## src/hw/sfs_pkg.sv

```systemverilog
/*
 * Constants, field layouts and carrier types of the frame status queue.
 * Assumes byte addressing on the register bus, one register per word.
 */
// What this block does
// - closing flag pushes count and five status bits
// - frame end resets the receive CRC checker
// - queue holds ten frames; eleventh is overrun
// - aborted frame still stored, counter then cleared
// - queue works only when enabled in SDLC
// - pointers cleared when disabled or reset
// - reset clears the queue enable bit
// - disabled queue: locations four-seven mirror zero-three
// - feature status bit 2 shows queue enabled
// - status and count reads return head entry
// - empty queue switches status to live source
// - data-available bit set while queue not empty
// - of the status bits, only residue, overrun, CRC error are queued
// - end-of-frame reads one when status queued
// - count high read latches not-empty, arms the status pop
// - one pop per entry, never underflow
// - frame end advances write pointer after load
// - overflow flag cleared only by reset or queue disable
// - anti-lock mode: no lock on end of frame, data vector interrupt
// - overrun or parity: special interrupt, buffer locked
// - queue ten deep, nineteen bits wide
// - byte counter counts characters, cleared on flag
package sfs_pkg;
	localparam int CNT_W   = 14;
	localparam int Q_DEPTH = 10;
	localparam int ADDR_W  = 8;

	localparam logic [7:0] OFS_MAIN      = 8'h00;
	localparam logic [7:0] OFS_SPEC      = 8'h04;
	localparam logic [7:0] OFS_VEC       = 8'h08;
	localparam logic [7:0] OFS_PEND      = 8'h0c;
	localparam logic [7:0] OFS_MAIN_IMG  = 8'h10;
	localparam logic [7:0] OFS_SPEC_IMG  = 8'h14;
	localparam logic [7:0] OFS_CNT_LOW   = 8'h18;
	localparam logic [7:0] OFS_CNT_HIGH  = 8'h1c;
	localparam logic [7:0] OFS_DATA      = 8'h20;
	localparam logic [7:0] OFS_EXT       = 8'h3c;
	localparam logic [7:0] OFS_CMD       = 8'h40;

	localparam int QEN_BIT      = 2;
	localparam int OVF_BIT      = 7;
	localparam int AVAIL_BIT    = 6;
	localparam int SPC_ONLY_HI  = 4;
	localparam int SPC_ONLY_LO  = 3;
	localparam int CMD_ERR_RST  = 0;
	localparam int CMD_CLR_TOP  = 1;

	localparam logic [7:0] CTRL_RST = 8'h00;
	localparam logic [7:0] IRQM_RST = 8'h00;

	typedef struct packed {
		logic       crc_err;
		logic       overrun;
		logic [2:0] residue;
	} sfs_stat_t;

	typedef struct packed {
		sfs_stat_t        stat;
		logic [CNT_W-1:0] count;
	} sfs_entry_t;

	typedef struct packed {
		logic              read;
		logic              write;
		logic [ADDR_W-1:0] address;
		logic [31:0]       writedata;
		logic [3:0]        byteenable;
	} sfs_av_req_t;

	typedef struct packed {
		logic [31:0] readdata;
		logic        waitrequest;
	} sfs_av_rsp_t;

	typedef struct packed {
		logic       char_valid;
		logic       flag;
		logic       frame_end;
		logic       abort;
		logic       sdlc_mode;
		logic       eof;
		logic       crc_err;
		logic       overrun;
		logic       parity;
		logic [2:0] residue;
		logic       all_sent;
	} sfs_rx_t;
endpackage

```

## src/hw/sfs_queue.sv

```systemverilog
/*
 * Flip-flop status queue with head/tail pointers and sticky overflow.
 * Assumes push and pop come from logic on the same clock.
 */
`timescale 1ns/1ps
`default_nettype none
module sfs_queue #(
	parameter int DEPTH = sfs_pkg::Q_DEPTH
) (
	input  wire logic               clk,
	input  wire logic               rst,
	input  wire logic               clr,
	input  wire logic               push,
	input  wire logic               pop,
	input  wire sfs_pkg::sfs_entry_t wr_data,
	output sfs_pkg::sfs_entry_t     head,
	output logic                    empty,
	output logic                    full,
	output logic                    overflow
);
	import sfs_pkg::*;
	localparam int PW = $clog2(DEPTH);
	localparam int CW = $clog2(DEPTH + 1);

	sfs_entry_t    mem [DEPTH];
	logic [PW-1:0] head_reg;
	logic [PW-1:0] tail_reg;
	logic [CW-1:0] fill_reg;
	logic          ovf_reg;

	function automatic logic [PW-1:0] step(input logic [PW-1:0] p);
		return (p == PW'(DEPTH - 1)) ? '0 : p + 1'b1;
	endfunction

	wire do_push = push & ~full;
	wire do_pop  = pop & ~empty;

	assign empty    = (fill_reg == '0);
	assign full     = (fill_reg == CW'(DEPTH));
	assign head     = mem[head_reg];
	assign overflow = ovf_reg;

	always_ff @(posedge clk) begin
		if (do_push)
			mem[tail_reg] <= wr_data;
	end

	always_ff @(posedge clk) begin
		if (rst || clr) begin
			head_reg <= '0;
			tail_reg <= '0;
			fill_reg <= '0;
			ovf_reg  <= 1'b0;
		end else begin
			if (do_push)
				tail_reg <= step(tail_reg);
			if (do_pop)
				head_reg <= step(head_reg);
			if (do_push != do_pop)
				fill_reg <= do_push ? fill_reg + 1'b1 : fill_reg - 1'b1;
			if (push && full)
				ovf_reg <= 1'b1;
		end
	end
endmodule
`default_nettype wire

```

## src/hw/sfs_top.sv

```systemverilog
/*
 * Frame status queue of an SDLC receiver channel with its register view.
 * Assumes an Avalon-MM master on clk, a receiver and receive data
 * buffer on the same clock, and an interrupt block that takes the
 * request levels.
 */
// The register offsets and the Avalon-MM register port were chosen for this implementation.
`timescale 1ns/1ps
`default_nettype none
module sfs_top #(
	parameter int DEPTH = sfs_pkg::Q_DEPTH
) (
	input  wire logic                clk,
	input  wire logic                rst,
	input  wire sfs_pkg::sfs_av_req_t av_req,
	output sfs_pkg::sfs_av_rsp_t     av_rsp,
	input  wire sfs_pkg::sfs_rx_t     rx,
	input  wire logic [7:0]          main_status,
	input  wire logic [7:0]          vec_status,
	input  wire logic [7:0]          pend_status,
	input  wire logic [7:0]          rx_top_data,
	input  wire logic                rx_top_valid,
	input  wire logic                rx_top_eof,
	input  wire logic                rx_top_err,
	output logic                     rx_data_pop,
	output logic                     crc_reset,
	output logic                     rx_lock,
	output logic                     rxdata_irq,
	output logic                     special_irq
);
	import sfs_pkg::*;

	function automatic logic hit(input logic [ADDR_W-1:0] a,
		input logic [7:0] ofs);
		return a == ofs;
	endfunction

	// bus handshake: one wait cycle, effects at accept
	logic        ack_reg;
	logic [31:0] rdata_reg;

	wire req     = av_req.read | av_req.write;
	wire accept  = req & ack_reg;
	wire rd_acc  = accept & av_req.read;
	wire wr_acc  = accept & av_req.write & av_req.byteenable[0];
	wire rd_head = av_req.read & ~ack_reg;
	wire [ADDR_W-1:0] adr = av_req.address;
	wire [7:0] wbyte = av_req.writedata[7:0];

	assign av_rsp.waitrequest = req & ~ack_reg;
	assign av_rsp.readdata    = rdata_reg;

	always_ff @(posedge clk) begin
		if (rst)
			ack_reg <= 1'b0;
		else
			ack_reg <= req & ~ack_reg;
	end

	// control registers
	logic [7:0] ctrl_reg;
	logic [7:0] irq_mode_reg;

	wire wr_ctrl = wr_acc & hit(adr, OFS_EXT);
	wire wr_irqm = wr_acc & hit(adr, OFS_SPEC);
	wire wr_cmd  = wr_acc & hit(adr, OFS_CMD);
	wire err_rst = wr_cmd & wbyte[CMD_ERR_RST];
	wire clr_top = wr_cmd & wbyte[CMD_CLR_TOP];

	always_ff @(posedge clk) begin
		if (rst) begin
			ctrl_reg     <= CTRL_RST;
			irq_mode_reg <= IRQM_RST;
		end else begin
			if (wr_ctrl)
				ctrl_reg <= wbyte;
			if (wr_irqm)
				irq_mode_reg <= wbyte;
		end
	end

	wire q_on = ctrl_reg[QEN_BIT] & rx.sdlc_mode;

	// byte counter
	logic [CNT_W-1:0] cnt_reg;
	logic [CNT_W-1:0] cnt_next;

	wire frame_done = rx.frame_end | rx.abort;
	wire char_cnt   = rx.char_valid & rx.sdlc_mode;

	// a character in the capture cycle opens the next frame
	assign cnt_next = (frame_done || rx.flag) ?
		CNT_W'(char_cnt) :
		(char_cnt ? cnt_reg + 1'b1 : cnt_reg);

	always_ff @(posedge clk) begin
		if (rst)
			cnt_reg <= '0;
		else
			cnt_reg <= cnt_next;
	end

	// status queue
	sfs_entry_t entry;
	sfs_entry_t q_head;
	logic       q_empty;
	logic       q_full;
	logic       q_ovf;
	logic       q_pop;

	assign entry.stat.crc_err = rx.crc_err;
	assign entry.stat.overrun = rx.overrun;
	assign entry.stat.residue = rx.residue;
	assign entry.count        = cnt_reg;

	wire push = q_on & frame_done;

	sfs_queue #(
		.DEPTH(DEPTH)
	) u_queue (
		.clk      (clk),
		.rst      (rst),
		.clr      (~q_on),
		.push     (push),
		.pop      (q_pop),
		.wr_data  (entry),
		.head     (q_head),
		.empty    (q_empty),
		.full     (q_full),
		.overflow (q_ovf)
	);

	always_ff @(posedge clk) begin
		if (rst)
			crc_reset <= 1'b0;
		else
			crc_reset <= frame_done;
	end

	// steering latched by count-high read, one pop per latch
	logic steer_reg;

	wire rd_high = rd_acc & hit(adr, OFS_CNT_HIGH);
	wire rd_spec = rd_acc & hit(adr, OFS_SPEC);
	wire from_q  = q_on & ~q_empty;

	assign q_pop = rd_spec & steer_reg & from_q;

	always_ff @(posedge clk) begin
		if (rst || !q_on)
			steer_reg <= 1'b0;
		else if (rd_high)
			steer_reg <= from_q;
		else if (q_pop)
			steer_reg <= 1'b0;
	end

	// read views
	wire [7:0] spec_live = {rx.eof, rx.crc_err, rx.overrun,
		rx.parity, rx.residue, rx.all_sent};
	wire [7:0] spec_q = {1'b1, q_head.stat.crc_err,
		q_head.stat.overrun, rx.parity,
		q_head.stat.residue, rx.all_sent};
	wire [7:0] spec_view = from_q ? spec_q : spec_live;
	wire [7:0] cnt_low = from_q ? q_head.count[7:0] : 8'h00;
	wire [7:0] cnt_high = {q_ovf, ~q_empty,
		from_q ? q_head.count[CNT_W-1:8] : 6'h00};
	wire [7:0] reg6 = q_on ? cnt_low : vec_status;
	wire [7:0] reg7 = q_on ? cnt_high : pend_status;
	wire [7:0] ext_stat = 8'(q_on) << QEN_BIT;

	wire [7:0] rd_byte =
		(hit(adr, OFS_MAIN) || hit(adr, OFS_MAIN_IMG)) ? main_status :
		(hit(adr, OFS_SPEC) || hit(adr, OFS_SPEC_IMG)) ? spec_view :
		hit(adr, OFS_VEC)      ? vec_status :
		hit(adr, OFS_PEND)     ? pend_status :
		hit(adr, OFS_CNT_LOW)  ? reg6 :
		hit(adr, OFS_CNT_HIGH) ? reg7 :
		hit(adr, OFS_DATA)     ? rx_top_data :
		hit(adr, OFS_EXT)      ? ext_stat :
		8'h00;

	always_ff @(posedge clk) begin
		if (rst)
			rdata_reg <= 32'h0000_0000;
		else if (rd_head)
			rdata_reg <= {24'h00_0000, rd_byte};
	end

	// receive data buffer handling
	logic lock_reg;
	logic rxd_irq_reg;
	logic spc_irq_reg;
	logic top_eof_reg;

	wire antilock = q_on & irq_mode_reg[SPC_ONLY_HI]
		& irq_mode_reg[SPC_ONLY_LO];
	wire data_rd = rd_acc & hit(adr, OFS_DATA)
		& rx_top_valid & ~lock_reg;
	wire top_eof = rx_top_valid & rx_top_eof;
	wire lock_set = data_rd
		& (rx_top_err | (rx_top_eof & ~antilock));
	wire rxd_set = antilock & top_eof & ~top_eof_reg;

	assign rx_data_pop = data_rd;
	assign rx_lock     = lock_reg;
	assign rxdata_irq  = rxd_irq_reg;
	assign special_irq = spc_irq_reg;

	always_ff @(posedge clk) begin
		if (rst) begin
			lock_reg    <= 1'b0;
			spc_irq_reg <= 1'b0;
			rxd_irq_reg <= 1'b0;
			top_eof_reg <= 1'b0;
		end else begin
			top_eof_reg <= top_eof;
			if (lock_set)
				lock_reg <= 1'b1;
			else if (err_rst)
				lock_reg <= 1'b0;
			if (lock_set)
				spc_irq_reg <= 1'b1;
			else if (err_rst)
				spc_irq_reg <= 1'b0;
			if (rxd_set)
				rxd_irq_reg <= 1'b1;
			else if (clr_top)
				rxd_irq_reg <= 1'b0;
		end
	end
endmodule
`default_nettype wire

```

## config.mk

```make
export PLATFORM = sky130hd
export DESIGN_NAME = sfs_top
export DESIGN_NICKNAME = d
export VERILOG_FILES = /design/src/hw/sfs_pkg.sv /design/src/hw/sfs_queue.sv /design/src/hw/sfs_top.sv
export SDC_FILE = /design/constraint.sdc
export NUM_CORES = 1
export LEC_CHECK = 0
export BUFFER_PORTS_ARGS = -buffer_cell sky130_fd_sc_hd__buf_2
export CAP_MARGIN = 20
export CORE_ASPECT_RATIO = 1.25
export CORE_MARGIN = 5
export CORE_UTILIZATION = 50
export CTS_BUF_LIST = sky130_fd_sc_hd__clkbuf_8 sky130_fd_sc_hd__clkbuf_16
export DETAILED_ROUTE_END_ITERATION = 7
export PLACE_DENSITY = 0.81
export SKIP_CTS_REPAIR_TIMING = 1
export SYNTH_ARGS = -nofsm -noshare
export SYNTH_HDL_FRONTEND = slang
export SYNTH_SLANG_ARGS = --single-unit
```

## constraint.sdc

```tcl
create_clock -name clk -period 10.23 [get_ports clk]
set_input_delay 2.046 -clock clk [delete_from_list [all_inputs] [get_ports clk]]
set_output_delay 2.046 -clock clk [all_outputs]
set_load 0.005 [all_outputs]
```

==> run summary, run 1 <==
The run finished with clean final reports. For this run, the leading register cell type out of synthesis is sky130_fd_sc_hd__edfxtp_1. The average instance in the mapped netlist occupies 13.43 sq um.

Setup violations remaining at the end of the flow were counted as 0. After global routing the overflow that remains totals 0. Once detailed placement completed, the half-perimeter wirelength came to 16.18 mm. Clock-pin slew was measured on the worst setup and hold paths at 0.07 ns. The run gives 0.6333 as the portion of the post-synthesis area used by sequential elements. The die covers 24070 sq um. The actual transition at the worst max-transition pin is 1.011 ns.

The initial antenna violation count is 0. The logs give 0 ns for the setup TNS and 0.1315 mV for the maximum resistive drop on vdd. The finished layout holds 1144 standard cells, fillers aside. The vertical die dimension came out at 172.2 microns.

The critical path contains buffers and inverters numbering 2 combined. The run gives 134 as the I/O pin count. The worst setup path is of the primary input to output pin kind.

Post-synthesis register bit count: 238. Dividing total power by cell area gives a power density of 160.6 nW/um^2. Among cell families on the critical path, the largest total delay comes from simple AND/OR/NAND/NOR gates. The post-route minimum period works out to 5.434 ns.

The number of synthesized flops with an enable pin was 190; the detailed-route vias per instance was 6.038. Largest driver fanout on the critical path: 9. The register with the most flip-flops in the layout has 190 of them. For this block, the initial DRC count from the detailed router was 529. The critical path data arrival time is 3.39 ns.

STA classifies the critical path endpoint as an output pin. The maximum cell stage delay along the critical path came out at 0.46 ns. Global router's overall resource usage: 0.2037. The number of distinct standard cells referenced by the synthesized netlist was 73. For this design, the slowest cell found on the critical path is sky130_fd_sc_hd__nor2_1. Counting the buffers created by CTS gives 21.

The effective utilization at floorplan is 0.5074, and the cell count after synthesis is 784. TritonCTS built the clock tree. The number of violations of the max-capacitance limit is 0, and the maximum clock insertion buffer count is 3. The synthesized area is 10530 sq um.

The path class of the tightest hold or removal check is flip-flop to flip-flop. The first global-routing pass estimated 38.24 mm of wire. The via count of the first global-routing pass was 6733; the proportion of register bits with asynchronous set or reset after synthesis was 0. The tools report the number of warnings reported in the yosys synthesis log as 0. The share of final-layout standard cells stronger than drive strength 1 is 0.2149. Counting stages on the worst path, the most repeated cell is sky130_fd_sc_hd__buf_2. The logs give 0 for the final max-slew violation count and 0 for the count of unresolved DRC violations after routing. Summing all non-filler instances in the final layout gives an area of 11840 sq um. The ratio of final minimum period to clock period was 0.5312. For the remaining antenna violation count after routing, the log shows 0.

STA puts the critical path data required time at 8.18 ns. From left edge to right edge, the die measures 139.8 microns. For the deepest level of the CTS H-tree, the log shows 1. STA classifies the critical path startpoint as a primary input. The relative max-transition margin was 0.3086; the overall routed net length was 25.08 mm.

The first detailed-routing pass took 5 iterations. The core region is 20740 sq um. The clock arrives with 0.01120 ns of skew.

Port buffering added 79 buffers. The count of endpoints failing hold in the final timing report came out at 0. The detailed router placed 6907 vias in this run. Traced cell by cell, the critical path runs through buf_2 > nor2_1 > and3_1 > and4b_1 > buf_2. Entering global routing, the biggest net connects 55 pins.

Counting tap cells, the placed design contains a total of 1107 instances. The net count of the finished layout is 956. The static leakage is 3.991 nW, and the wire length per cell is 21.92 microns. Master cell of the clock root buffer: sky130_fd_sc_hd__clkbuf_16. Setup repair after global routing left no endpoint under its margin. Antenna diode count: 0. The clock reaches the later pin of the worst-skew pair after 0.49 ns. The placed instances occupy a cell area of 11120 sq um.

The area growth from synthesis to layout is 12.43%. The peak clock frequency supported by timing was 184.0 MHz. The clock sink count was 238. At the end of routability-driven placement, the weighted congestion stood at 0.9754. The tools report the row count as 59.
==> Yosys cell counts, types with 6 or more instances <==
library cell	n	area share
sky130_fd_sc_hd__inv_1	13	0.0046
sky130_fd_sc_hd__nand4_1	8	0.0048
sky130_fd_sc_hd__xor2_1	12	0.010
sky130_fd_sc_hd__or3_1	10	0.0059
sky130_fd_sc_hd__nor4_1	7	0.0042
sky130_fd_sc_hd__nor2_1	75	0.027
sky130_fd_sc_hd__buf_4	27	0.019
sky130_fd_sc_hd__o221ai_1	9	0.0075
sky130_fd_sc_hd__edfxtp_1	190	0.54
sky130_fd_sc_hd__buf_1	6	0.0021
sky130_fd_sc_hd__nor2b_1	16	0.0095
sky130_fd_sc_hd__a21o_1	6	0.0043
sky130_fd_sc_hd__nor3_1	21	0.010
sky130_fd_sc_hd__a21oi_1	40	0.019
sky130_fd_sc_hd__a211oi_1	8	0.0057
sky130_fd_sc_hd__a22oi_1	9	0.0064
sky130_fd_sc_hd__nand2b_1	8	0.0048
sky130_fd_sc_hd__mux2_2	10	0.011
sky130_fd_sc_hd__o21ai_0	20	0.0095
sky130_fd_sc_hd__nor3b_1	6	0.0043
sky130_fd_sc_hd__dfxtp_1	48	0.091
sky130_fd_sc_hd__mux2i_1	38	0.036
sky130_fd_sc_hd__a2111oi_0	9	0.0075
sky130_fd_sc_hd__clkbuf_1	19	0.0068
sky130_fd_sc_hd__buf_2	15	0.0071
sky130_fd_sc_hd__nand3_1	14	0.0067
sky130_fd_sc_hd__mux4_2	26	0.056
sky130_fd_sc_hd__nand2_1	37	0.013
==> where the power goes <==
group          internal, mW  total, mW  switching [mW]
logic                0.0189     0.0527          0.0338
registers              1.04       1.04         0.00185
clock network         0.484      0.811           0.327
total                  1.54       1.90           0.363
==> cells by family (layout without fill, tap and decap cells) <==
logic type	Yosys count	count (layout)	synth area share
flip-flops	238	238	0.6333
adder cells (fa/ha/maj)	4	4	0.005468
multiplexers	74	74	0.1025
XOR/XNOR	18	18	0.01569
AO/OA/AOI/OAI	141	141	0.09200
buffers and inverters	82	145	0.04136
other	1	24	0.0003562
AND/OR/NAND/NOR	226	226	0.1094
==> worst register-to-register path, cell delays in order, from the launching register on <==
cell and delay, ns:
sky130_fd_sc_hd__dfxtp_1 0.41, sky130_fd_sc_hd__nand2_1 0.44, sky130_fd_sc_hd__or2_2 0.64, sky130_fd_sc_hd__a2111oi_0 0.92, sky130_fd_sc_hd__a221oi_1 0.11, sky130_fd_sc_hd__o41ai_1 0.37
==> final cells by class <==
| cell class | instances | area [sq um] |
|---|---|---|
| Fill cell | 1595 | 8909 |
| Tap cell | 274 | 342.8 |
| Inverter | 14 | 52.55 |
| Sequential cell | 238 | 6669 |
| Clock inverter | 15 | 176.4 |
| Clock buffer | 22 | 539.3 |
| Multi-Input combinational cell | 487 | 3547 |
| Timing Repair Buffer | 94 | 508.0 |
==> cell usage in the layout, fill, tap and decap left out, types with 4 or more instances in the layout <==
master                      netlist  layout
sky130_fd_sc_hd__edfxtp_1       190     190
sky130_fd_sc_hd__buf_2           15      79
sky130_fd_sc_hd__nor2_1          75      69
sky130_fd_sc_hd__dfxtp_1         48      46
sky130_fd_sc_hd__a21oi_1         40      40
sky130_fd_sc_hd__mux2i_1         38      38
sky130_fd_sc_hd__nand2_1         37      37
sky130_fd_sc_hd__mux4_2          26      26
sky130_fd_sc_hd__conb_1           1      24
sky130_fd_sc_hd__clkbuf_16        0      21
sky130_fd_sc_hd__o21ai_0         20      20
sky130_fd_sc_hd__nor3_1          21      18
sky130_fd_sc_hd__nor2b_1         16      16
sky130_fd_sc_hd__inv_1           13      16
sky130_fd_sc_hd__buf_4           27      15
sky130_fd_sc_hd__nand3_1         14      14
sky130_fd_sc_hd__xor2_1          12      12
sky130_fd_sc_hd__or3_1           10      10
sky130_fd_sc_hd__mux2_2          10      10
sky130_fd_sc_hd__o221ai_1         9       9
sky130_fd_sc_hd__a2111oi_0        9       9
sky130_fd_sc_hd__a22oi_1          9       9
sky130_fd_sc_hd__nand2b_1         8       8
sky130_fd_sc_hd__a211oi_1         8       8
sky130_fd_sc_hd__nand4_1          8       8
sky130_fd_sc_hd__nor2_2           1       7
sky130_fd_sc_hd__nor4_1           7       6
sky130_fd_sc_hd__a21o_1           6       6
sky130_fd_sc_hd__nor3b_1          6       6
sky130_fd_sc_hd__o211ai_1         5       5
sky130_fd_sc_hd__a221oi_1         5       5
sky130_fd_sc_hd__xnor2_1          5       5
sky130_fd_sc_hd__or2_2            4       4
sky130_fd_sc_hd__o22ai_1          4       4
sky130_fd_sc_hd__clkinv_2         0       4
sky130_fd_sc_hd__bufinv_16        0       4
==> per-stage QoR <==
| step | hold WS, ns | worst slack [ns] | total power [mW] | utilization |
|---|---|---|---|---|
| 3_5_place_dp | 0.4748 | 4.809 | 1.109 | 0.5360 |
| 6_report | 0.4871 | 4.796 | 1.901 | 0.5705 |
| 4_1_cts | 0.4925 | 4.833 | 1.914 | 0.5705 |
| 5_1_grt | 0.5196 | 4.759 | 1.964 | 0.5705 |
| 2_1_floorplan | 0.4361 | 5.063 | 1.089 | - |
| 3_3_place_gp | 0.4686 | 4.867 | 1.109 | 0.5360 |
==> metal layers <==
metal | vias up | share of wire | GRT usage
li1 | 3108 | - | -
met1 | 3359 | 0.37 | 0.2386
met2 | 382 | 0.51 | 0.3693
met3 | 58 | 0.094 | 0.04149
met4 | 0 | 0.031 | 0.08049
met5 | - | 0 | 0
==> path summary, 6_finish.rpt <==
kind | slack (ns) | startpoint | cells after the start | to
max | 4.80 | av_req[37] | 5 | rx_data_pop
min | 0.49 | rxdata_irq | 2 | rxdata_irq
max reg2reg | 7.21 | ctrl_reg[2] | 5 | rdata_reg[0]
min reg2reg | 0.49 | rxdata_irq | 2 | rxdata_irq
Power figures use the tool's default switching activity.
==> run 2, diff against run 1 <==
PLACE_DENSITY = 0.84   (was 0.81)
clock period = 4.5 ns   (was 10.23 ns; I/O delays follow)
==> run 2 against run 1 <==
Compared with the run above:
- routed wire length grew 0.83%
- clock power grew 96%
- global-route usage grew 0.28 points
- die area is the same
- sequential power grew 130%
- non-clock buffer count grew 7
- hold slack lost 0.0015 ns
- design area shrank 0.34%
- critical endpoint unchanged
- highest routed layer unchanged
==> run summary, run 2 (synthesis results as in run 1) <==
The actual transition at the worst max-transition pin is 0.7884 ns (-0.2226 ns), and the number of nets in the final layout is 963 (+0.73%). The run gives 488 (-7.8%) as the iteration-0 DRC count of the detailed router. The antenna diode count is 0 (unchanged), and the vertical die dimension is 172.2 microns (unchanged). The detailed-route vias per instance came out at 6.067 (+0.49%). The area after detailed placement was 11180 sq um (+0.59%); the wire length per cell was 21.97 microns (+0.21%). The share of final-layout standard cells stronger than drive strength 1 works out to 0.2166 (+0.001705). The static leakage is 3.967 nW (-0.60%).

The tools report the deepest level of the CTS H-tree as 1 (unchanged). The least setup slack across all paths after layout was 1.476 ns (-3.320 ns). Number of vias in the routed layout: 6983 (+1.1%). The HPWL after detailed placement is 16.49 mm (+1.9%).

The logs give 0 (unchanged) for the final max-slew violation count and 0 (unchanged) for the count of endpoints failing hold in the final timing report. The overall routed net length is 25.29 mm (+0.83%), and the remaining antenna violation count after routing is 0 (unchanged). The post-route non-filler standard cell count is 1151 (+0.61%). Timing would allow up to 330.7 MHz. The total congestion overflow is 0 (unchanged). The global router's overall resource usage was 0.2065 (+0.002850); the effective utilization at floorplan was 0.5074 (unchanged).

The wire length of the first global-routing pass came out at 38.76 mm (+1.4%). The tools report the final non-filler cell area as 11800 sq um (-0.34%). The insertion delay of the later-clocked pin in the worst-skew pair is 0.49 ns (about the same). The class of the worst hold path is flip-flop to flip-flop. The run finished with clean final reports. The tools report the count of unresolved DRC violations after routing as 0 (unchanged). The initial antenna violation count came out at 0 (unchanged).

Data required time at the worst endpoint: 3.60 ns (-4.58 ns). The detailed-routing iteration count for the pre-antenna-repair pass was 5 (unchanged). The tools report the number of violations of the max-capacitance limit as 0 (unchanged). The width of the die was 139.8 microns (unchanged). The relative max-transition margin is 0.4744 (+0.1658), and the worst setup timing slack at the placement stage is 1.176 ns (-3.633 ns). The total power after layout is 4.071 mW (+110%), and the via count of the first global-routing pass is 6827 (+1.4%).

The largest net degree at the start of global routing was 41 (-25%). Count of port buffers added during placement: 79 (unchanged). The number of failing setup endpoints in the final timing report was 0 (unchanged). TritonCTS built the clock tree.

Setup repair after global routing left no endpoint under its margin. The tools report the kind of capture point of the worst setup path as an output pin. Number of placed cells counting well taps: 1114 (+0.63%). Number of CTS-inserted buffers: 21 (unchanged). The library cells used most frequently in the layout, excluding fill and tap cells, are sky130_fd_sc_hd__edfxtp_1, sky130_fd_sc_hd__buf_2, sky130_fd_sc_hd__nor2_1.

The logs give 134 (unchanged) for the I/O pin count and 0.9621 (-1.4%) for the weighted congestion reported at the end of routability-driven placement. For the setup TNS, the log shows 0 ns (unchanged). The power per cell area came out at 345.1 nW/um^2 (+110%). The largest driver fanout on the critical path works out to 21 (+12). The maximum clock insertion buffer count is 3 (unchanged), and the number of flip-flops in the largest register is 190 (unchanged). CTS placed an instance of sky130_fd_sc_hd__clkbuf_16 at the clock tree root.

Post-route minimum period: 3.024 ns. The row count came out at 59 (unchanged). The most frequent standard cell in the layout excluding fill and tap cells was sky130_fd_sc_hd__edfxtp_1.

Critical path launch point type: a primary input. The worst hold slack across all endpoints is 0.4855 ns (-0.001511 ns), and the area enclosed by the die boundary is 24070 sq um (unchanged). The critical path data arrival time was 2.12 ns (-1.27 ns). The area growth from synthesis to layout is 12.05%. The clock sink count is 238 (unchanged). The ratio of final minimum period to clock period came out at 0.6720. Core footprint: 20740 sq um (unchanged). The critical path is of the primary input to output pin type. The maximum resistive drop on vdd is 0.2777 mV (+110%). The clock-pin slew on the worst setup and hold paths is 0.06 ns (about the same), and the setup skew after layout is 0.01602 ns (+0.004828 ns). Core utilization of the finished layout: 0.5686 (-0.001930).
## run 2: changes by cell type in the layout (fill, tap and decap cells not counted)
| cell | before | now |
|---|---|---|
| sky130_fd_sc_hd__buf_4 | 15 | 21 |
| sky130_fd_sc_hd__bufinv_16 | 4 | 0 |
| sky130_fd_sc_hd__clkinv_1 | 2 | 6 |
| sky130_fd_sc_hd__clkinvlp_4 | 0 | 3 |
| sky130_fd_sc_hd__buf_12 | 0 | 1 |
| sky130_fd_sc_hd__clkinv_2 | 4 | 3 |
| sky130_fd_sc_hd__clkinv_4 | 1 | 0 |
| sky130_fd_sc_hd__inv_6 | 1 | 0 |
## run 2: critical path: stages
cell and delay (ns):
sky130_fd_sc_hd__buf_2 0.24, sky130_fd_sc_hd__nor4_1 0.37, sky130_fd_sc_hd__and3_1 0.27, sky130_fd_sc_hd__and4b_1 0.23
sky130_fd_sc_hd__buf_2 0.12
## run 2: layer usage
layer  vias to the layer above  global-route usage  part of all wire
met5                         -                   0                 0
met4                         0              0.1129             0.059
met3                        81             0.03651             0.089
met2                       411              0.3651              0.50
met1                      3359              0.2402              0.35
li1                       3132                   -                 -
## run 2: final cells by class
type / instances / area (sq um)
fill: 1567 / 8949
sequential: 238 / 6669
multi-input combinational: 487 / 3547
timing repair buffer: 101 / 573.1
clock buffer: 22 / 539.3
tap: 274 / 342.8
clock inverter: 15 / 71.32
inverter: 14 / 52.55
## run 2: final timing paths
check | from | to | slack [ns] | cells after the start
hold / removal | rxdata_irq | rxdata_irq | 0.49 | 2
hold reg to reg | rxdata_irq | rxdata_irq | 0.49 | 2
setup reg to reg | flip-flop | rdata_reg[5] | 1.79 | 7
setup / recovery | av_req[38] | rx_data_pop | 1.48 | 5
## run 2: power breakdown
part	switching, mW	internal (mW)
logic	0.0763	0.0448
clock network	0.726	0.865
registers	0.00407	2.35
total	0.806	3.26
